--- config.mk ---
export PLATFORM = sky130hd
export DESIGN_NAME = pcsa_core
export DESIGN_NICKNAME = d
export VERILOG_FILES = /design/src/common/pcsa_pkg.sv /design/src/rtl/pcsa_core.sv /design/src/rtl/pcsa_return_stack.sv /design/src/rtl/pcsa_ind_addr.sv
export SDC_FILE = /design/constraint.sdc
export NUM_CORES = 1
export LEC_CHECK = 0
export BUFFER_PORTS_ARGS = -buffer_cell sky130_fd_sc_hd__clkbuf_2
export CAP_MARGIN = 5
export CORE_UTILIZATION = 24
export CTS_CLUSTER_DIAMETER = 100
export DETAILED_ROUTE_END_ITERATION = 7
export PLACE_DENSITY = 0.41
export SLEW_MARGIN = 25
export SYNTH_ARGS = -nofsm -noshare
export SYNTH_HDL_FRONTEND = slang
export SYNTH_SLANG_ARGS = --single-unit
export TNS_END_PERCENT = 5
--- constraint.sdc ---
create_clock -name clk -period 3.63 [get_ports clk]
set_clock_uncertainty 0.2 [all_clocks]
set_input_delay 0.5445 -clock clk [delete_from_list [all_inputs] [get_ports clk]]
set_output_delay 0.5445 -clock clk [all_outputs]
set_load 0.005 [all_outputs]
--- src/common/pcsa_pkg.sv ---
package pcsa_pkg;
  // ----------------------------------------
  // Program counter and stack geometry
  // ----------------------------------------
  localparam int PC_WIDTH = 13;
  localparam int STACK_DEPTH = 8;
  localparam logic [12:0] PC_RESET = 13'h0000;
  localparam int TARGET_LSB = 0;
  localparam int TARGET_WIDTH = 11;
  localparam int LATCH_JUMP_LSB = 3;
  localparam logic [12:0] INT_VECTOR = 13'h0004;

  // ----------------------------------------
  // Register map (byte addresses)
  // ----------------------------------------
  localparam logic [7:0] ADDR_PC_LOW = 8'h00;
  localparam logic [7:0] ADDR_HIGH_LATCH = 8'h04;
  localparam logic [7:0] ADDR_POINTER = 8'h08;
  localparam logic [7:0] ADDR_STATUS = 8'h0c;
  localparam logic [7:0] ADDR_CONTROL = 8'h10;
  localparam logic [7:0] ADDR_PC_FULL = 8'h14;
  localparam logic [7:0] ADDR_IND_DATA = 8'h18;
  localparam logic [7:0] ADDR_IND_ADDR = 8'h1c;

  // ----------------------------------------
  // Field positions and reset values
  // ----------------------------------------
  localparam int STATUS_IND_BANK_BIT = 7;
  localparam int STATUS_DIR_BANK_BIT = 5;
  localparam int CTRL_OP_LSB = 16;
  localparam int CTRL_OP_WIDTH = 3;
  localparam int CTRL_ARG_WIDTH = 13;
  localparam logic [7:0] STATUS_RESET = 8'h18;
  localparam logic [7:0] LATCH_RESET = 8'h00;
  localparam logic [7:0] POINTER_RESET = 8'h00;
  localparam logic [7:0] IND_SELF_ADDR = 8'h00;
  localparam logic [1:0] RESP_OKAY = 2'b00;
  localparam logic [1:0] RESP_SLVERR = 2'b10;

  // Control operation codes
  localparam logic [2:0] OP_NONE = 3'h0;
  localparam logic [2:0] OP_STEP = 3'h1;
  localparam logic [2:0] OP_JUMP = 3'h2;
  localparam logic [2:0] OP_CALL = 3'h3;
  localparam logic [2:0] OP_RETURN = 3'h4;
  localparam logic [2:0] OP_IRQ = 3'h5;

  // Bus slave states
  typedef enum logic [2:0] {
    ST_IDLE = 3'b001,
    ST_WRESP = 3'b010,
    ST_RRESP = 3'b100
  } pcsa_bus_e;
endpackage

--- src/rtl/pcsa_core.sv ---
// The register offsets and the AXI4-Lite interface to the registers were decided locally.
`timescale 1ns/100ps
module pcsa_core
  import pcsa_pkg::*;
(
  input wire logic clk,
  input wire logic rst,
  input wire logic [7:0] s_axi_awaddr,
  input wire logic s_axi_awvalid,
  output logic s_axi_awready,
  input wire logic [31:0] s_axi_wdata,
  input wire logic [3:0] s_axi_wstrb,
  input wire logic s_axi_wvalid,
  output logic s_axi_wready,
  output logic [1:0] s_axi_bresp,
  output logic s_axi_bvalid,
  input wire logic s_axi_bready,
  input wire logic [7:0] s_axi_araddr,
  input wire logic s_axi_arvalid,
  output logic s_axi_arready,
  output logic [31:0] s_axi_rdata,
  output logic [1:0] s_axi_rresp,
  output logic s_axi_rvalid,
  input wire logic s_axi_rready,
  input wire logic [7:0] fileAddr,
  input wire logic fileWrite,
  output logic [12:0] progAddr,
  output logic [8:0] dataAddr,
  output logic dataWriteEn,
  output logic dataReadZero
);
  // ----------------------------------------
  // State
  // ----------------------------------------
  logic [12:0] pc_reg;
  logic [7:0] pc_high_latch_reg;
  logic [7:0] file_select_pointer_reg;
  logic [7:0] status_reg;
  logic [31:0] awaddr_reg;
  logic [31:0] wdata_reg;
  logic [3:0] wstrb_reg;
  logic awHeld_reg;
  logic wHeld_reg;
  logic [31:0] rdata_reg;
  logic [1:0] rresp_reg;
  logic [1:0] bresp_reg;
  pcsa_bus_e bus_reg;
  logic [12:0] stackTop;
  logic [8:0] effAddr;
  logic selfRef;

  // ----------------------------------------
  // Bus write acceptance
  // ----------------------------------------
  logic wrFire;
  logic [7:0] wrAddr;
  logic [31:0] wrData;
  logic [3:0] wrStrb;
  logic wrOk;
  logic [2:0] ctrlOp;
  logic [12:0] ctrlArg;

  assign s_axi_awready = (bus_reg == ST_IDLE) && !awHeld_reg;
  assign s_axi_wready = (bus_reg == ST_IDLE) && !wHeld_reg;
  assign wrAddr = awHeld_reg ? awaddr_reg[7:0] : s_axi_awaddr;
  assign wrData = wHeld_reg ? wdata_reg : s_axi_wdata;
  assign wrStrb = wHeld_reg ? wstrb_reg : s_axi_wstrb;
  // Write fires once both halves are present, in either order
  assign wrFire = (bus_reg == ST_IDLE) && (awHeld_reg || s_axi_awvalid) && (wHeld_reg || s_axi_wvalid);
  assign ctrlOp = wrData[CTRL_OP_LSB +: CTRL_OP_WIDTH];
  assign ctrlArg = wrData[CTRL_ARG_WIDTH-1:0];

  always_comb begin
    case (wrAddr)
      ADDR_PC_LOW, ADDR_HIGH_LATCH, ADDR_POINTER, ADDR_STATUS,
      ADDR_CONTROL, ADDR_IND_DATA: wrOk = 1'b1;
      default: wrOk = 1'b0;
    endcase
  end

  // Half-captured write channels wait for their partner
  always_ff @(posedge clk or posedge rst) begin
    if (rst) begin
      awHeld_reg <= 1'b0;
      wHeld_reg <= 1'b0;
      awaddr_reg <= '0;
      wdata_reg <= '0;
      wstrb_reg <= '0;
    end else if (wrFire) begin
      awHeld_reg <= 1'b0;
      wHeld_reg <= 1'b0;
    end else begin
      if (s_axi_awvalid && s_axi_awready) begin
        awHeld_reg <= 1'b1;
        awaddr_reg <= {24'h000000, s_axi_awaddr};
      end
      if (s_axi_wvalid && s_axi_wready) begin
        wHeld_reg <= 1'b1;
        wdata_reg <= s_axi_wdata;
        wstrb_reg <= s_axi_wstrb;
      end
    end
  end

  // ----------------------------------------
  // Program counter sequencing
  // ----------------------------------------
  logic wrPcLow;
  logic doCall;
  logic doJump;
  logic doRet;
  logic doIrq;
  logic doStep;

  assign wrPcLow = wrFire && (wrAddr == ADDR_PC_LOW) && wrStrb[0];
  assign doCall = wrFire && (wrAddr == ADDR_CONTROL) && (ctrlOp == OP_CALL);
  assign doJump = wrFire && (wrAddr == ADDR_CONTROL) && (ctrlOp == OP_JUMP);
  assign doRet = wrFire && (wrAddr == ADDR_CONTROL) && (ctrlOp == OP_RETURN);
  assign doIrq = wrFire && (wrAddr == ADDR_CONTROL) && (ctrlOp == OP_IRQ);
  assign doStep = wrFire && (wrAddr == ADDR_CONTROL) && (ctrlOp == OP_STEP);

  // Low-byte write takes its page from the latch; the step add carries on into the upper bits
  always_ff @(posedge clk or posedge rst) begin
    if (rst) begin
      pc_reg <= PC_RESET;
    end else if (wrPcLow) begin
      pc_reg <= {pc_high_latch_reg[4:0], wrData[7:0]};
    end else if (doCall || doJump) begin
      pc_reg <= {pc_high_latch_reg[4:LATCH_JUMP_LSB], ctrlArg[TARGET_LSB +: TARGET_WIDTH]};
    end else if (doRet) begin
      pc_reg <= stackTop;
    end else if (doIrq) begin
      pc_reg <= INT_VECTOR;
    end else if (doStep) begin
      pc_reg <= pc_reg + 13'h0001;
    end
  end

  // Return address is the instruction after the call
  pcsa_return_stack #(
    .DEPTH(STACK_DEPTH),
    .WIDTH(PC_WIDTH)
  ) u_stack (
    .clk(clk),
    .rst(rst),
    .push(doCall || doIrq),
    .pop(doRet),
    .pushData(doIrq ? pc_reg : pc_reg + 13'h0001),
    .topData(stackTop)
  );

  // ----------------------------------------
  // Latch, pointer and status registers
  // ----------------------------------------
  // Only an explicit write changes the latch, never the stack
  always_ff @(posedge clk or posedge rst) begin
    if (rst) begin
      pc_high_latch_reg <= LATCH_RESET;
    end else if (wrFire && (wrAddr == ADDR_HIGH_LATCH) && wrStrb[0]) begin
      pc_high_latch_reg <= {3'h0, wrData[4:0]};
    end
  end

  always_ff @(posedge clk or posedge rst) begin
    if (rst) begin
      file_select_pointer_reg <= POINTER_RESET;
    end else if (wrFire && (wrAddr == ADDR_POINTER) && wrStrb[0]) begin
      file_select_pointer_reg <= wrData[7:0];
    end
  end

  always_ff @(posedge clk or posedge rst) begin
    if (rst) begin
      status_reg <= STATUS_RESET;
    end else if (wrFire && (wrAddr == ADDR_STATUS) && wrStrb[0]) begin
      status_reg <= wrData[7:0];
    end
  end

  // ----------------------------------------
  // Data addressing
  // ----------------------------------------
  pcsa_ind_addr u_ind (
    .indBank(status_reg[STATUS_IND_BANK_BIT]),
    .pointer(file_select_pointer_reg),
    .fileAddr(fileAddr),
    .dirBank(status_reg[STATUS_DIR_BANK_BIT]),
    .effAddr(effAddr),
    .selfRef(selfRef)
  );

  // Self-reference suppresses the store but not flag updates elsewhere
  always_ff @(posedge clk or posedge rst) begin
    if (rst) begin
      dataAddr <= '0;
      dataWriteEn <= 1'b0;
      dataReadZero <= 1'b0;
    end else begin
      dataAddr <= effAddr;
      dataWriteEn <= fileWrite && !selfRef;
      dataReadZero <= selfRef;
    end
  end

  assign progAddr = pc_reg;

  // ----------------------------------------
  // Read path and responses
  // ----------------------------------------
  logic [31:0] rdMux;
  logic [1:0] rdResp;

  always_comb begin
    rdMux = 32'h00000000;
    rdResp = RESP_OKAY;
    case (s_axi_araddr)
      ADDR_PC_LOW: rdMux = {24'h000000, pc_reg[7:0]};
      ADDR_HIGH_LATCH: rdMux = {24'h000000, pc_high_latch_reg};
      ADDR_POINTER: rdMux = {24'h000000, file_select_pointer_reg};
      ADDR_STATUS: rdMux = {24'h000000, status_reg};
      ADDR_CONTROL: rdMux = 32'h00000000;
      ADDR_PC_FULL: rdMux = {19'h00000, pc_reg};
      ADDR_IND_DATA: rdMux = 32'h00000000;
      ADDR_IND_ADDR: rdMux = {23'h000000, effAddr};
      default: rdResp = RESP_SLVERR;
    endcase
  end

  // Single outstanding transaction in all, read or write; read waits on write
  always_ff @(posedge clk or posedge rst) begin
    if (rst) begin
      bus_reg <= ST_IDLE;
      rdata_reg <= '0;
      rresp_reg <= RESP_OKAY;
      bresp_reg <= RESP_OKAY;
    end else begin
      case (bus_reg)
        ST_IDLE: begin
          if (wrFire) begin
            bresp_reg <= wrOk ? RESP_OKAY : RESP_SLVERR;
            bus_reg <= ST_WRESP;
          end else if (s_axi_arvalid) begin
            rdata_reg <= rdMux;
            rresp_reg <= rdResp;
            bus_reg <= ST_RRESP;
          end
        end
        ST_WRESP: begin
          if (s_axi_bready) begin
            bus_reg <= ST_IDLE;
          end
        end
        ST_RRESP: begin
          if (s_axi_rready) begin
            bus_reg <= ST_IDLE;
          end
        end
        default: bus_reg <= ST_IDLE;
      endcase
    end
  end

  assign s_axi_arready = (bus_reg == ST_IDLE) && !wrFire;
  assign s_axi_bvalid = (bus_reg == ST_WRESP);
  assign s_axi_bresp = bresp_reg;
  assign s_axi_rvalid = (bus_reg == ST_RRESP);
  assign s_axi_rdata = rdata_reg;
  assign s_axi_rresp = rresp_reg;
endmodule

--- src/rtl/pcsa_return_stack.sv ---
`timescale 1ns/100ps
module pcsa_return_stack
  import pcsa_pkg::*;
#(
  parameter int DEPTH = STACK_DEPTH,
  parameter int WIDTH = PC_WIDTH
) (
  input wire logic clk,
  input wire logic rst,
  input wire logic push,
  input wire logic pop,
  input wire logic [WIDTH-1:0] pushData,
  output logic [WIDTH-1:0] topData
);
  localparam int PW = $clog2(DEPTH);

  // ----------------------------------------
  // Circular storage, pointer hidden
  // ----------------------------------------
  logic [WIDTH-1:0] entry [DEPTH];
  logic [PW-1:0] ptr_reg;

  // Pointer wraps silently; no overflow or underflow flag exists
  always_ff @(posedge clk or posedge rst) begin
    if (rst) begin
      ptr_reg <= '0;
    end else if (push) begin
      ptr_reg <= ptr_reg + 1'b1;
    end else if (pop) begin
      ptr_reg <= ptr_reg - 1'b1;
    end
  end

  // Ninth push lands on the first entry again
  always_ff @(posedge clk) begin
    if (push) begin
      entry[ptr_reg] <= pushData;
    end
  end

  // Top of stack is the last pushed entry
  assign topData = entry[ptr_reg - 1'b1];
endmodule

--- src/rtl/pcsa_ind_addr.sv ---
`timescale 1ns/100ps
module pcsa_ind_addr
  import pcsa_pkg::*;
(
  input wire logic indBank,
  input wire logic [7:0] pointer,
  input wire logic [7:0] fileAddr,
  input wire logic dirBank,
  output logic [8:0] effAddr,
  output logic selfRef
);
  // ----------------------------------------
  // Direct or indirect address forming
  // ----------------------------------------
  // Address zero is the indirect port; it has no storage of its own
  always_comb begin
    if (fileAddr == IND_SELF_ADDR) begin
      effAddr = {indBank, pointer};
    end else begin
      effAddr = {dirBank, fileAddr[6:0]};
    end
    selfRef = (fileAddr == IND_SELF_ADDR) && (pointer[6:0] == IND_SELF_ADDR[6:0]);
  end
endmodule

=== Word-level counts from Yosys, hierarchy flattened ===
Memory sizes are Yosys's and may differ from the RTL's.
Cells that the tools add are included.

* Order comparisons: 0
* Eq/ne operators: 23
* Reductions and logical operators: 46
* $mul: 0
* Add/subtract/negate cells: 3
* Shifts and indexed selects: 0
* Muxes and demuxes: 27
* Divide/modulo/power cells: 0
* Bitwise operators: 1

{| class="wikitable"
|+ Operator list
! kind !! number
|-
| 2-to-1 mux 13 bit || 6
|-
| one-hot mux 13 bit (6 select lines) || 1
|-
| == test 8 x 5 -> 1 bit (second input constant) || 6
|-
| == test 8 x 4 -> 1 bit (second input constant) || 4
|-
| logical NOT 8 bit || 3
|-
| logical AND 1 bit || 23
|-
| 2-to-1 mux 19 bit || 1
|-
| 2-to-1 mux 3 bit || 6
|-
| == test 8 x 3 -> 1 bit (second input constant) || 2
|-
| adder 13 x 1 -> 13 bit (second input constant) || 1
|-
| == test 3 x 2 -> 1 bit (second input constant) || 3
|-
| == test 3 bit (second input constant) || 3
|-
| 2-to-1 mux 9 bit || 1
|-
| one-hot mux 3 bit (3 select lines) || 1
|-
| 2-to-1 mux 1 bit || 8
|-
| 2-to-1 mux 8 bit || 1
|-
| OR reduction 8 bit || 1
|-
| logical NOT 7 bit || 1
|-
| == test 3 x 1 -> 1 bit (second input constant) || 2
|-
| AND reduction 2 bit || 3
|-
| AND reduction 3 bit || 2
|-
| nonzero test 2 bit || 3
|-
| OR reduction 6 bit || 1
|-
| nonzero test 5 bit || 1
|-
| 8 further kinds || 16
|}

* Output and inout bits: 65
* Memories: 1
* Logic and storage cells: 118
* Input bits: 68
* Bits in registers: 117
* RAM bits: 104
* Bits in latches: 0
* Bits in read-only memories: 0

{| class="wikitable"
|+ Memory list
! name !! depth !! width !! rd ports !! clocked after Yosys merged registers in !! write ports !! RTL line !! text
|-
| u_stack.entry || 8 || 13 || 1 || 0 || 1 || pcsa_return_stack.sv:20 || <nowiki>logic [WIDTH-1:0] entry [DEPTH];</nowiki>
|}

=== Longest topological paths before layout ===
Gate-level depths: netlist (run 1).

* Word-level depth: 10
* Depth in mapped cells: 11
* Depth with buffers taken out: 8

=== Hierarchy ===
From an unflattened synthesis (run 1), not the netlist that was laid out.

* Cells, all modules: 766
* Area total of the unflattened synthesis: 9474.1 um2

{| class="wikitable"
|+ Modules (own cells, without submodules)
! module !! cells each !! area each (um2) !! seq. area each (um2) !! instances
|-
| pcsa_core || 481 || 4968.5 || 2205.9 || 1
|-
| pcsa_return_stack || 270 || 4361.7 || 3198.1 || 1
|-
| pcsa_ind_addr || 15 || 143.9 || 0.0 || 1
|}

=== Least setup slack after synthesis (run 1) ===
Ideal clock, no wire load.

* Path type: input port to flip-flop
* From: input s_axi_wdata[17]
* To: memory u_stack.entry[2][0] (netlist bit) (enable)
* Path slack: 364 ps
* Stages on the path: 5
* Buffers on the path: 0
* Data required time: 3030 ps
* Data arrival time: 2666 ps
* Path through: or3b_1 and2_1 a2111oi_4 nand2_1 nor3_1

* Cells in the longest elaborated chain, start to end: 6
* Elaborated cells between the ends (all ways): 8
* Classes of those cells: 2 x eq/ne; 3 x mux; 3 x reduce/logical

{| class="wikitable"
|+ Ends and longest elaborated chain
! element !! RTL line !! text
|-
| start, declared || pcsa_core.sv:11 || <nowiki>input wire logic [31:0] s_axi_wdata,</nowiki>
|-
| 2-to-1 mux 19 bit * || pcsa_core.sv:66 || <nowiki>assign wrData = wHeld_reg ? wdata_reg : s_axi_wdata;</nowiki>
|-
| == test 3 x 2 -> 1 bit or == test 3 bit (tied branches) || pcsa_core.sv:116, pcsa_core.sv:119 ||
|-
| logical AND 1 bit, on equally long branches || pcsa_core.sv:116, pcsa_core.sv:119 ||
|-
| logical OR 1 bit * || pcsa_core.sv:146 || <nowiki>.push(doCall || doIrq),</nowiki>
|-
| 2-to-1 mux 1 bit * || pcsa_return_stack.sv:36 || <nowiki>if (push) begin</nowiki>
|-
| 2-to-1 mux 1 bit (not written as such) * || pcsa_return_stack.sv:37 || <nowiki>entry[ptr_reg] <= pushData;</nowiki>
|-
| end, declared || pcsa_return_stack.sv:20 ||
|}

Every way passes the cells marked *; elsewhere a longest branch is shown, timed or not.

=== Final worst setup path (run 1) ===
* From: register awHeld_reg
* To: memory u_stack.entry[0][11] (netlist bit) (enable)

* Cells in the longest elaborated chain, start to end: 8
* Elaborated cells between the ends (all ways): 11
* Classes of those cells: 1 x eq/ne; 3 x mux; 7 x reduce/logical

{| class="wikitable"
|+ Ends and longest elaborated chain
! element !! RTL line !! text
|-
| start, declared || pcsa_core.sv:42 || <nowiki>logic awHeld_reg;</nowiki>
|-
| start signal, assigned || pcsa_core.sv:84 || <nowiki>awHeld_reg <= 1'b0;</nowiki>
|-
| start signal, assigned || pcsa_core.sv:90 || <nowiki>awHeld_reg <= 1'b0;</nowiki>
|-
| start signal, assigned || pcsa_core.sv:94 || <nowiki>awHeld_reg <= 1'b1;</nowiki>
|-
| branches (longest 3 deep; another with 2-to-1 mux 8 bit) || - ||
|-
| logical AND 1 bit * || pcsa_core.sv:116, pcsa_core.sv:119 ||
|-
| logical AND 1 bit, on equally long branches || pcsa_core.sv:116, pcsa_core.sv:119 ||
|-
| logical OR 1 bit * || pcsa_core.sv:146 ||
|-
| 2-to-1 mux 1 bit * || pcsa_return_stack.sv:36 ||
|-
| 2-to-1 mux 1 bit (not written as such) * || pcsa_return_stack.sv:37 ||
|}

Every way passes the cells marked *.

==> summary.md, run 1 <==
| Metric | Value |
|---|---|
| Antenna violations before repair | 0 |
| DRC Markers | 1 |
| Slew @ Worst Pin | 0.821 ns |
| Ys flop type | edfxtp_1 |
| Crit. End Element | register |
| Peak VDD IR | 0.269 mV |
| Port Buf Inserts | 90 |
| Mapped cell area | 9370 um^2 |
| Fmax | 324 MHz |
| Netlist cell types | 83 |
| Sw frac | 33.2% |
| Final GP Congestion | 0.781 |
| Die H | 200 um |
| Vias/cell | 4.49 |
| Total Routed Length | 25200 um |
| Antenna cells | 0 |
| Largest net degree at the start of global routing | 63 |
| Die area | 39800 um^2 |
| Count leader, synth | edfxtp_1 |
| Maximum capacitance violations | 0 |
| Crit path arrival time | 3.01 ns |
| GRT Residual Overflow | 0 |
| Clock power frac | 29.2% |
| Initial Util | 24.3% |
| Synthesis Warnings | 0 |
| Reg2Reg Capture Point | u_stack.entry[0][11]$_DFFE_PP_ |
| Setup CP Type | register to register |
| CTS Hold Buffers Added | 0 |
| Cells after Synth | 692 |
| Clk slew on worst S/H paths | 0.08 ns |
| Internal power | 4.37 mW |
| Setup violations, final | 0 |
| Vias in the first global route | 6114 |
| Failing checks | design-rule violations |
| Cell Chain, Critical Path | nor3b_2, o211ai_4, a2111oi_4, nand2_1, nor3_2, buf_4 |
| R2R Path Start | awHeld_reg$_DFFE_PP0P_ |
| Register area | 5400 um^2 |
| RSZ-0062 raised after global routing | false |
| Crit-path slowest cell | dfrtp_1 |
| Worst slew margin | 44.9% |
| Total GRT Usage | 13.1% |
| Yosys top cell area share | 33.3% |
| Vias | 6008 |
| Post-synth EDFFs | 104 |
| Multi-input gate area | 3670 um^2 |
| 1st-iter DRT viols | 320 |
| Post-Layout Cell Count | 1339 |
| Clk Latency, worst-skew pair | 0.44 ns |
| I/O pin cnt | 133 |
| Final nets | 880 |
| Cts bufs inserted | 17 |
| Max-slew violations | 0 |
| Net Sw Power | 2.17 mW |
| Routed len/inst | 18.8 um |
| Core area | 38600 um^2 |
| Synth area leader | edfxtp_1 |
| Cts repair resizes | 0 |
| Share of power burned in registers | 45.0% |
| Longest Clk Path Bufs | 2 |
| Synth async-reset ratio | 46.7% |
| Slowest cell delay on critical path | 0.75 ns |
| Fin crit period | 3.08 ns |
| Layout Area Growth over Synthesis | 18.9% |
| Largest register FFs | 104 |
| Worst Hold Class | primary input to async pin |
| CTS Root Cell | clkbuf_16 |
| Worst Setup Start Kind | register |
| Buf/Inv on CP | 1 |
| FILL cells | 3976 |
| CTS sink cnt | 195 |
| R2R cell count | 6 |
| Worst-path maximum fanout | 20 |
| Share of cells above drive strength 1 | 32.2% |
| CTS H-tree lvls | 4 |
| First-pass GRT wire length | 38500 um |
| Top cells by area, synth | edfxtp_1 33%, dfrtp_1 23%, mux2_2 7.6% |
| Die X | 200 um |
| Worst EP required | 3.56 ns |
| Crit path max-delay family | simple AND/OR/NAND/NOR gates |
| Flops & latches, synth | 195 |
| TritonCTS clock tree | yes |
| Row cnt | 72 |
| Hold Vio Cnt, Final | 0 |
| Post-detail-place hpwl | 18500 um |
| Final ANT Viol Nets | 0 |
| Outcome | finished, violations left |
| Commonest cells post-synth | 104 x edfxtp_1, 88 x dfrtp_1, 63 x mux2_2, 45 x nand2_1, 45 x nor2_1 |
| Leak pwr | 4.25 nW |
| Cell Pwr Density | 586 nW/um^2 |
| Drt pass-1 iters | 6 |
| Post-CTS setup buffers | 0 |
| Flop-to-flop setup slack | 0.55 ns |
| Register area share after synthesis | 57.7% |
| Post-Route Setup TNS | 0 ns |
| Combinational share of power | 25.8% |
| Tcrit/Tclk final | 84.9% |
| Placed insts | 1307 |
| Avg Cell Area, Syn | 13.5 um^2 |
==> stage by stage <==
step / total power, mW / cell area [um^2] / hold slack, ns / utilization (%) / worst slack, ns
floorplan: 4.07 / 9450 / 0.271 / - / 0.364
CTS: 6.64 / 11100 / 0.0718 / 28.9 / 0.491
global placement: 4.69 / 10600 / 0.281 / 27.4 / 0.524
detailed placement: 4.71 / 10600 / 0.277 / 27.4 / 0.516
global route: 6.91 / 11100 / 0.0886 / 28.9 / 0.282
finish: 6.53 / 11100 / 0.0494 / 28.9 / 0.548
==> power groups by stage <==
stage	Clock (mW)	Sequential [mW]	Combinational, mW
final	1.91	2.94	1.68
after global routing	2.05	2.98	1.88
after detailed placement	0	2.99	1.71
after global placement	0	2.99	1.70
after floorplan	0	2.84	1.23
after CTS	1.98	2.95	1.72
==> how the worst max path moves through the flow <==
stage,slack (ns),cells past startpoint,to,startpoint
floorplan,0.36,5,u_stack.entry[2][0]$_DFFE_PP_,s_axi_wdata[17]
global placement,0.52,7,u_stack.entry[3][7]$_DFFE_PP_,awHeld_reg$_DFFE_PP0P_
detailed placement,0.52,7,u_stack.entry[3][7]$_DFFE_PP_,awHeld_reg$_DFFE_PP0P_
CTS,0.49,6,u_stack.entry[0][12]$_DFFE_PP_,awHeld_reg$_DFFE_PP0P_
global route,0.28,6,u_stack.entry[0][11]$_DFFE_PP_,awHeld_reg$_DFFE_PP0P_
finish,0.55,6,u_stack.entry[0][11]$_DFFE_PP_,awHeld_reg$_DFFE_PP0P_
==> per-layer routing <==
metal	global-route usage (%)	vias to the layer above	routed length, um
met5	0	-	0
met4	3.93	0	305
met3	2.38	23	921
met2	21.7	122	12200
met1	17.4	3018	11800
li1	-	2845	-
==> layout make-up <==
cell class / count / area share (%)
clock inverters: 15 / 1.46
multi-input cells: 445 / 33.0
well taps: 518 / 5.82
repair buffers: 128 / 6.72
flip-flops and latches: 195 / 48.5
clock buffers: 17 / 3.82
inverters: 21 / 0.730
==> layout by cell type (no fill, tap or decap), types with 9 or more instances in the layout <==
cell type / synthesis / layout
a21oi_1: 17 / 17
a221o_1: 12 / 12
buf_4: 22 / 37
clkbuf_16: 0 / 17
clkbuf_2: 0 / 90
conb_1: 1 / 21
dfrtp_1: 88 / 88
edfxtp_1: 104 / 104
inv_1: 20 / 19
mux2_2: 63 / 63
mux2i_1: 16 / 16
mux4_2: 16 / 16
nand2_1: 45 / 45
nand3_1: 11 / 11
nor2_1: 45 / 45
nor3_1: 11 / 9
o21ai_0: 13 / 13
xnor2_1: 20 / 20
==> worst register-to-register path: cells and delay by family (launching register included) <==
family,cells,cell delay (ns)
AND/OR/NAND/NOR,3,0.83
flip-flops,1,0.75
AO/OA/AOI/OAI,2,0.72
buffers and inverters,1,0.28
==> logic make-up after synthesis <==
family,count (synthesis),share of synthesized area [%]
xor gates and xnor gates,26,2.63
adders and majority gates,4,0.534
and+or+nand+nor,176,10.3
DFF,195,57.7
other,1,0.0400
muxes,101,14.8
AOI/OAI and AO/OA,117,9.95
buffers and inverters,72,4.06
(Power assumes the default switching activity.)
==> run 2, diff against run 1 <==
--- a/config.mk
+++ b/config.mk
@@ -5,12 +5,13 @@
 export SDC_FILE = /design/constraint.sdc
 export NUM_CORES = 1
 export LEC_CHECK = 0
+export ABC_AREA = 1
 export BUFFER_PORTS_ARGS = -buffer_cell sky130_fd_sc_hd__clkbuf_2
 export CAP_MARGIN = 5
 export CORE_UTILIZATION = 24
 export CTS_CLUSTER_DIAMETER = 100
 export DETAILED_ROUTE_END_ITERATION = 7
-export PLACE_DENSITY = 0.41
+export PLACE_DENSITY = 0.42
 export SLEW_MARGIN = 25
 export SYNTH_ARGS = -nofsm -noshare
 export SYNTH_HDL_FRONTEND = slang
==> constraint.sdc (replaced) <==
create_clock -name clk -period 2.75 [get_ports clk]
set_clock_uncertainty 0.2 [all_clocks]
set_input_delay 0.4125 -clock clk [delete_from_list [all_inputs] [get_ports clk]]
set_output_delay 0.4125 -clock clk [all_outputs]
set_load 0.005 [all_outputs]
==> run 2 against run 1 <==
Effect of this change:
- sequential share of layout area fell by 0.89 points
- power rose by 33%
- critical path depth rose by 4
- area after synthesis fell by 1.4%
- the flow now finishes without violations
- flip-flop and latch count did not move
- worst hold slack got worse by 0.030 ns
- largest power group unchanged
- cell count rose by 25%
==> summary.md, run 2 <==
| Metric | Value |
|---|---|
| Ys flop type | edfxtp_1 (unchanged) |
| CTS H-tree lvls | 4 (unchanged) |
| Core area | 37800 um^2 (was 38600 um^2) |
| DRC Markers | 0 (was 1) |
| Combinational share of power | 28.3% (was 25.8%) |
| Flops & latches, synth | 195 (unchanged) |
| Post-CTS setup buffers | 0 (unchanged) |
| Largest net degree at the start of global routing | 55 (was 63) |
| Vias/cell | 4.34 (was 4.49) |
| Synth async-reset ratio | 46.7% (unchanged) |
| Fin crit period | 2.66 ns (was 3.08 ns) |
| Mapped cell area | 9240 um^2 (was 9370 um^2) |
| Longest Clk Path Bufs | 2 (unchanged) |
| Worst-path maximum fanout | 8 (was 20) |
| Final ANT Viol Nets | 0 (unchanged) |
| Design area | 11400 um^2 (was 11100 um^2) |
| Leading cell type in the layout, fill and taps excluded | nand2_1 (was edfxtp_1) |
| Pre-CTS setup slack | -0.0568 ns (was 0.516 ns) |
| Row cnt | 71 (was 72) |
| RSZ-0062 raised after global routing | true (was false) |
| Die H | 198 um (was 200 um) |
| Final GP Congestion | 0.801 (was 0.781) |
| Fmax | 376 MHz (was 324 MHz) |
| Drt pass-1 iters | 5 (was 6) |
| Clock power frac | 29.0% (was 29.2%) |
| Worst Setup Start Kind | register (unchanged) |
| 1st-iter DRT viols | 433 (was 320) |
| Worst EP required | 2.71 ns (was 3.56 ns) |
| Peak VDD IR | 0.468 mV (was 0.269 mV) |
| Netlist cell types | 50 (was 83) |
| Initial Util | 24.5% (was 24.3%) |
| Sw frac | 35.3% (was 33.2%) |
| Clk slew on worst S/H paths | 0.08 ns (about the same) |
| Layout Area Growth over Synthesis | 22.8% (was 18.9%) |
| Port Buf Inserts | 90 (unchanged) |
| Internal power | 5.63 mW (was 4.37 mW) |
| Avg Cell Area, Syn | 9.19 um^2 (was 13.5 um^2) |
| CTS sink cnt | 195 (unchanged) |
| Top cells by area, synth | edfxtp_1 34%, dfrtp_1 24%, nand2_1 10% (was edfxtp_1 33%, dfrtp_1 23%, mux2_2 7.6%) |
| Leak pwr | 4.84 nW (was 4.25 nW) |
| Die X | 198 um (was 200 um) |
| Post-Synth XOR/XNOR Area | 1.14% (was 2.63%) |
| Crit-path slowest cell | dfstp_2 (was dfrtp_1) |
| Setup CP Type | register to register (unchanged) |
| Share of cells above drive strength 1 | 20.3% (was 32.2%) |
| Mux cell area share after synthesis | 0.365% (was 14.8%) |
| Cell Pwr Density | 766 nW/um^2 (was 586 nW/um^2) |
| Yosys top cell area share | 33.8% (was 33.3%) |
| Hold_ws | 0.0192 ns (was 0.0494 ns) |
| Vias | 7256 (was 6008) |
| Die area | 39300 um^2 (was 39800 um^2) |
| Adder-cell share of the synthesized area | 0.541% (was 0.534%) |
| Commonest cells post-synth | 249 x nand2_1, 122 x o21ai_0, 106 x nor2_1, 104 x edfxtp_1, 88 x dfrtp_1 (was 104 x edfxtp_1, 88 x dfrtp_1, 63 x mux2_2, 45 x nand2_1, 45 x nor2_1) |
| Cells after Synth | 1006 (was 692) |
| Largest register FFs | 104 (unchanged) |
| Total GRT Usage | 13.8% (was 13.1%) |
| Outcome | completed (was finished, violations left) |
| Clk Latency, worst-skew pair | 0.45 ns (was 0.44 ns) |
| Cell Chain, Critical Path | nand3_2, nor3_4, buf_4, nand4_4, inv_1, nand2_1, nand2_4, nand2_1, nor3_2, buf_4 (was nor3b_2, o211ai_4, a2111oi_4, nand2_1, nor3_2, buf_4) |
| Multi-input gate area | 3330 um^2 (was 3670 um^2) |
| Maximum capacitance violations | 0 (unchanged) |
| Hold Vio Cnt, Final | 0 (unchanged) |
| Post-detail-place hpwl | 19100 um (was 18500 um) |
| Worst Hold Class | primary input to register (was primary input to async pin) |
| Final Util | 30.1% (was 28.9%) |
| Setup violations, final | 0 (unchanged) |
| CTS Root Cell | clkbuf_16 (unchanged) |
| Total Routed Length | 26300 um (was 25200 um) |
| Routed len/inst | 15.7 um (was 18.8 um) |
| Worst slew margin | 36.3% (was 44.9%) |
| Crit. End Element | register (unchanged) |
| Cts bufs inserted | 17 (unchanged) |
| Net Sw Power | 3.07 mW (was 2.17 mW) |
| GRT Residual Overflow | 0 (unchanged) |
| Count leader, synth | nand2_1 (was edfxtp_1) |
| Worst Setup Slack, final | 0.0874 ns (was 0.548 ns) |
| Register area | 5410 um^2 (was 5400 um^2) |
| Synthesis Warnings | 0 (unchanged) |
| Antenna violations before repair | 0 (unchanged) |
| Max-slew violations | 0 (unchanged) |
| Largest family of logic cells by synthesized area | simple AND/OR/NAND/NOR gates (was multiplexers) |
| I/O pin cnt | 133 (unchanged) |
| FILL cells | 4004 (was 3976) |
| Post-synth EDFFs | 104 (unchanged) |
| Slowest cell delay on critical path | 0.55 ns (was 0.75 ns) |
| Register area share after synthesis | 58.5% (was 57.7%) |
| TritonCTS clock tree | yes (unchanged) |
| Slew @ Worst Pin | 0.945 ns (was 0.821 ns) |
| Tcrit/Tclk final | 96.8% (was 84.9%) |
| Synth area leader | edfxtp_1 (unchanged) |
| Final nets | 1219 (was 880) |
| First-pass GRT wire length | 40700 um (was 38500 um) |
| Vias in the first global route | 7001 (was 6114) |
| Share of power burned in registers | 42.7% (was 45.0%) |
| DP Area | 10700 um^2 (was 10600 um^2) |
| Commonest non-fill, non-tap cells in the layout | 247 x nand2_1, 119 x o21ai_0, 106 x nor2_1 (was 104 x edfxtp_1, 90 x clkbuf_2, 88 x dfrtp_1) |
| Antenna cells | 0 (unchanged) |
| Simple-gate area share of the yosys netlist | 21.6% (was 10.3%) |
| Crit path arrival time | 2.62 ns (was 3.01 ns) |
| Post-synthesis compound-gate area fraction | 10.8% (was 9.95%) |
run 2: cell type report:
type	instances	share of cell area (%)
sequential	195	47.6
tap	511	5.63
timing repair buffer	157	9.18
inverter	92	3.09
clock buffer	17	3.75
multi-input combinational	684	29.3
clock inverter	15	1.43
run 2: metrics by stage:
step	std cells	TNS, ns	total power, mW
4_1_cts	1670	0	8.81
5_1_grt	1671	-2.92	9.26
3_3_place_gp	1632	-0.544	6.25
6_report	1671	0	8.69
3_5_place_dp	1632	-1.44	6.26
2_1_floorplan	1026	-58.84	5.22
run 2: power by group through the flow:
stage	logic (mW)	clock network (mW)	registers, mW
floorplan	1.56	0	3.66
global placement	2.48	0	3.77
detailed placement	2.48	0	3.78
CTS	2.50	2.59	3.72
global route	2.80	2.70	3.76
finish	2.46	2.52	3.72
run 2: worst max-delay path, delay by kind of cell (launching register included):
kind	cells	cell delay, ns
and+or+nand+nor	7	1.11
buffers and inverters	3	0.50
DFF	1	0.55
run 2: kinds of logic (layout without fill, tap and decap cells):
group,count (synthesis),after routing
compound gates,179,179
xor+xnor,12,12
fa+ha+maj,4,4
buf+inv,147,281
flops,195,195
mux,3,3
other cells,1,21
simple gates,465,465
run 2: routing by layer:
layer,part of all wire [%],vias up,GRT usage (%),routed length [um]
li1,-,3606,-,-
met1,52,3502,20.6,13600
met2,44,135,20.6,11700
met3,3.1,13,2.13,824
met4,0.82,0,3.22,216
met5,0,-,0,0
run 2: timing repair:
item / in CTS / in global routing
setup endpoints to repair: 91 / 144
resized for setup: 3 / 12
hold buffers: 6 / 0
cloned: 0 / 1
hold endpoints to repair: 36 / 0
pin swaps: 0 / 1
run 2: final timing paths:
kind	slack, ns	startpoint	end	cells after the start
setup / recovery	0.09	bus_reg[0]$_DFFE_PP1P_	u_stack.entry[1][9]$_DFFE_PP_	10
hold / removal	0.02	s_axi_wdata[8]	wdata_reg[8]$_DFFE_PP0P_	3
setup reg to reg	0.09	bus_reg[0]$_DFFE_PP1P_	u_stack.entry[1][9]$_DFFE_PP_	10
hold reg to reg	0.28	wdata_reg[3]$_DFFE_PP0P_	wdata_reg[3]$_DFFE_PP0P_	2
max in group asynchronous	1.35	rst	s_axi_rdata[12]$_DFFE_PP0P_	4
min in group asynchronous	0.32	rst	wdata_reg[5]$_DFFE_PP0P_	3
==> run 3, diff against run 2 <==
--- a/config.mk
+++ b/config.mk
@@ -8,6 +8,7 @@
 export ABC_AREA = 1
 export BUFFER_PORTS_ARGS = -buffer_cell sky130_fd_sc_hd__clkbuf_2
 export CAP_MARGIN = 5
+export CORE_MARGIN = 5
 export CORE_UTILIZATION = 24
 export CTS_CLUSTER_DIAMETER = 100
 export DETAILED_ROUTE_END_ITERATION = 7
==> run 3 against run 2 <==
Effect of this change:
- worst hold slack worse by 0.0027 ns
- global-route usage decreased by 0.84 points
- core utilization shrank 0.33 points
- die area increased by 8.2%
- critical endpoint is now u_stack.entry[3][5]$_DFFE_PP_
==> summary.md, run 3 (synthesis results as in run 2) <==
| Metric | Value |
|---|---|
| Vias in the first global route | 7197 (was 7001) |
| Clock power frac | 28.6% (was 29.0%) |
| WHS Path Cells | 2 (was 3) |
| Max-slew violations | 0 (unchanged) |
| CTS Root Cell | clkbuf_16 (unchanged) |
| Longest Clk Path Bufs | 2 (unchanged) |
| Routed len/inst | 16.2 um (was 15.7 um) |
| 1st-iter DRT viols | 430 (was 433) |
| Final nets | 1214 (was 1219) |
| Vias/cell | 4.39 (was 4.34) |
| Vias | 7312 (was 7256) |
| Pre-CTS setup slack | -0.0684 ns (was -0.0568 ns) |
| R2R cell count | 14 (was 10) |
| GR Util met2 | 19.9% (was 20.6%) |
| Worst-path maximum fanout | 8 (unchanged) |
| Final ANT Viol Nets | 0 (unchanged) |
| Worst Min Path Start | s_axi_awaddr[2] (was s_axi_wdata[8]) |
| Clk slew on worst S/H paths | 0.08 ns (about the same) |
| Die area | 42500 um^2 (was 39300 um^2) |
| Die H | 206 um (was 198 um) |
| Clk Latency, worst-skew pair | 0.45 ns (about the same) |
| Total GRT Usage | 12.9% (was 13.8%) |
| Leading cell type in the layout, fill and taps excluded | nand2_1 (unchanged) |
| DP Area | 10600 um^2 (was 10700 um^2) |
| Final Util | 29.7% (was 30.1%) |
| Cell Pwr Density | 768 nW/um^2 (was 766 nW/um^2) |
| Setup violations, final | 0 (unchanged) |
| Internal power | 5.52 mW (was 5.63 mW) |
| Maximum capacitance violations | 0 (unchanged) |
| Initial Util | 24.4% (was 24.5%) |
| Post-detail-place hpwl | 19500 um (was 19100 um) |
| Hold_ws | 0.0165 ns (was 0.0192 ns) |
| TritonCTS clock tree | yes (unchanged) |
| Layout Area Growth over Synthesis | 21.8% (was 22.8%) |
| Fmax | 371 MHz (was 376 MHz) |
| RSZ-0062 raised after global routing | true (unchanged) |
| Final GP Congestion | 0.811 (was 0.801) |
| Peak VDD IR | 0.458 mV (was 0.468 mV) |
| Worst Hold Class | primary input to register (unchanged) |
| Cts bufs inserted | 17 (unchanged) |
| Port Buf Inserts | 90 (unchanged) |
| Total power draw | 8.64 mW (was 8.69 mW) |
| Largest register FFs | 104 (unchanged) |
| Worst EP required | 2.70 ns (was 2.71 ns) |
| Total Routed Length | 27100 um (was 26300 um) |
| Flop-to-flop setup slack | 0.06 ns (was 0.09 ns) |
| Row cnt | 71 (unchanged) |
| Net Sw Power | 3.12 mW (was 3.07 mW) |
| Design area | 11300 um^2 (was 11400 um^2) |
| Met3 usage | 2.34% (was 2.13%) |
| Sw frac | 36.1% (was 35.3%) |
| Crit path arrival time | 2.65 ns (was 2.62 ns) |
| Slew @ Worst Pin | 0.900 ns (was 0.945 ns) |
| Outcome | completed (unchanged) |
| Combinational share of power | 28.9% (was 28.3%) |
| Leak pwr | 4.79 nW (was 4.84 nW) |
| CTS sink cnt | 195 (unchanged) |
| Setup CP Type | register to register (unchanged) |
| Met1 GRT Util | 18.6% (was 20.6%) |
| Antenna violations before repair | 0 (unchanged) |
| Share of cells above drive strength 1 | 19.7% (was 20.3%) |
| Die X | 206 um (was 198 um) |
| Worst Setup Slack, final | 0.0560 ns (was 0.0874 ns) |
| Commonest non-fill, non-tap cells in the layout | 249 x nand2_1, 121 x o21ai_0, 105 x nor2_1 (was 247 x nand2_1, 119 x o21ai_0, 106 x nor2_1) |
| Crit. End Element | register (unchanged) |
| GRT Residual Overflow | 0 (unchanged) |
| First-pass GRT wire length | 42100 um (was 40700 um) |
| Antenna cells | 0 (unchanged) |
| Reg2Reg Capture Point | u_stack.entry[3][5]$_DFFE_PP_ (was u_stack.entry[1][9]$_DFFE_PP_) |
| Drt pass-1 iters | 5 (unchanged) |
| Worst Setup Start Kind | register (unchanged) |
| Core area | 37800 um^2 (about the same) |
| Hold Vio Cnt, Final | 0 (unchanged) |
| Global routing's busiest layer | met2 (unchanged) |
| Largest net degree at the start of global routing | 59 (was 55) |
| Share of power burned in registers | 42.4% (was 42.7%) |
| Tcrit/Tclk final | 98.0% (was 96.8%) |
| CTS H-tree lvls | 4 (unchanged) |
| DRC Markers | 0 (unchanged) |
| Worst hold path endpoint | awaddr_reg[2]$_DFFE_PP0P_ (was wdata_reg[8]$_DFFE_PP0P_) |
| Fin crit period | 2.69 ns (was 2.66 ns) |
| Post-CTS setup buffers | 0 (unchanged) |
| R2R Path Start | awHeld_reg$_DFFE_PP0P_ (was bus_reg[0]$_DFFE_PP1P_) |
| I/O pin cnt | 133 (unchanged) |
| Worst slew margin | 39.4% (was 36.3%) |
-- run 3: final cells by class --
| type | instances | area (um^2) |
|---|---|---|
| Tap cell | 511 | 639 |
| Sequential cell | 195 | 5410 |
| Clock inverter | 14 | 140 |
| Multi-Input combinational cell | 684 | 3310 |
| Inverter | 92 | 350 |
| Fill cell | 4052 | 26600 |
| Clock buffer | 18 | 429 |
| Timing Repair Buffer | 152 | 983 |
-- run 3: worst max-delay path by stage --
stage	endpoint	slack, ns	cells past startpoint	startpoint
after floorplan	u_stack.entry[0][0]$_DFFE_PP_	-0.36	8	bus_reg[0]$_DFFE_PP1P_
after global placement	u_stack.entry[4][11]$_DFFE_PP_	-0.05	5	awHeld_reg$_DFFE_PP0P_
after detailed placement	u_stack.entry[0][1]$_DFFE_PP_	-0.07	8	awHeld_reg$_DFFE_PP0P_
after CTS	u_stack.entry[0][1]$_DFFE_PP_	0.005	14	awHeld_reg$_DFFE_PP0P_
after global routing	u_stack.entry[3][5]$_DFFE_PP_	-0.15	14	awHeld_reg$_DFFE_PP0P_
final	u_stack.entry[3][5]$_DFFE_PP_	0.06	14	awHeld_reg$_DFFE_PP0P_
-- run 3: worst max-delay path, stage by stage, from the launching register on --
cell and delay (ns):
dfrtp_2 0.46, inv_4 0.08, nand2_1 0.06, nand2_1 0.07, nor2_1 0.14, nand2_2 0.10, nor2_4 0.15, buf_4 0.16
nand4_4 0.07, inv_1 0.08, nand2_1 0.06, nand2_1 0.13, nand2_1 0.16, nor3_2 0.25, buf_4 0.22
-- run 3: timing repair --
item                                   CTS  global route
setup endpoints to repair              110           136
pin swaps                                0             0
endpoints found under the hold margin   39             0
hold buffers                             7             0
cloned                                   0             0
gates resized for setup                  2             2
-- run 3: routing by layer --
| layer | wire, um | vias up |
|---|---|---|
| met1 | 13400 | 3533 |
| met5 | 0 | - |
| li1 | - | 3596 |
| met4 | 354 | 0 |
| met3 | 1240 | 19 |
| met2 | 12100 | 164 |
-- run 3: power by group through the flow --
stage	sequential [mW]	combinational, mW	clock, mW
finish	3.67	2.50	2.48
global route	3.70	2.85	2.65
CTS	3.67	2.54	2.55
detailed placement	3.73	2.52	0
global placement	3.72	2.51	0
floorplan	3.66	1.56	0
-- run 3: through the flow --
stage / TNS (ns) / instances
after floorplan: -58.84 / 1026
after global placement: -1.63 / 1627
after detailed placement: -1.77 / 1627
after CTS: 0 / 1666
after global routing: -8.19 / 1666
final: 0 / 1666
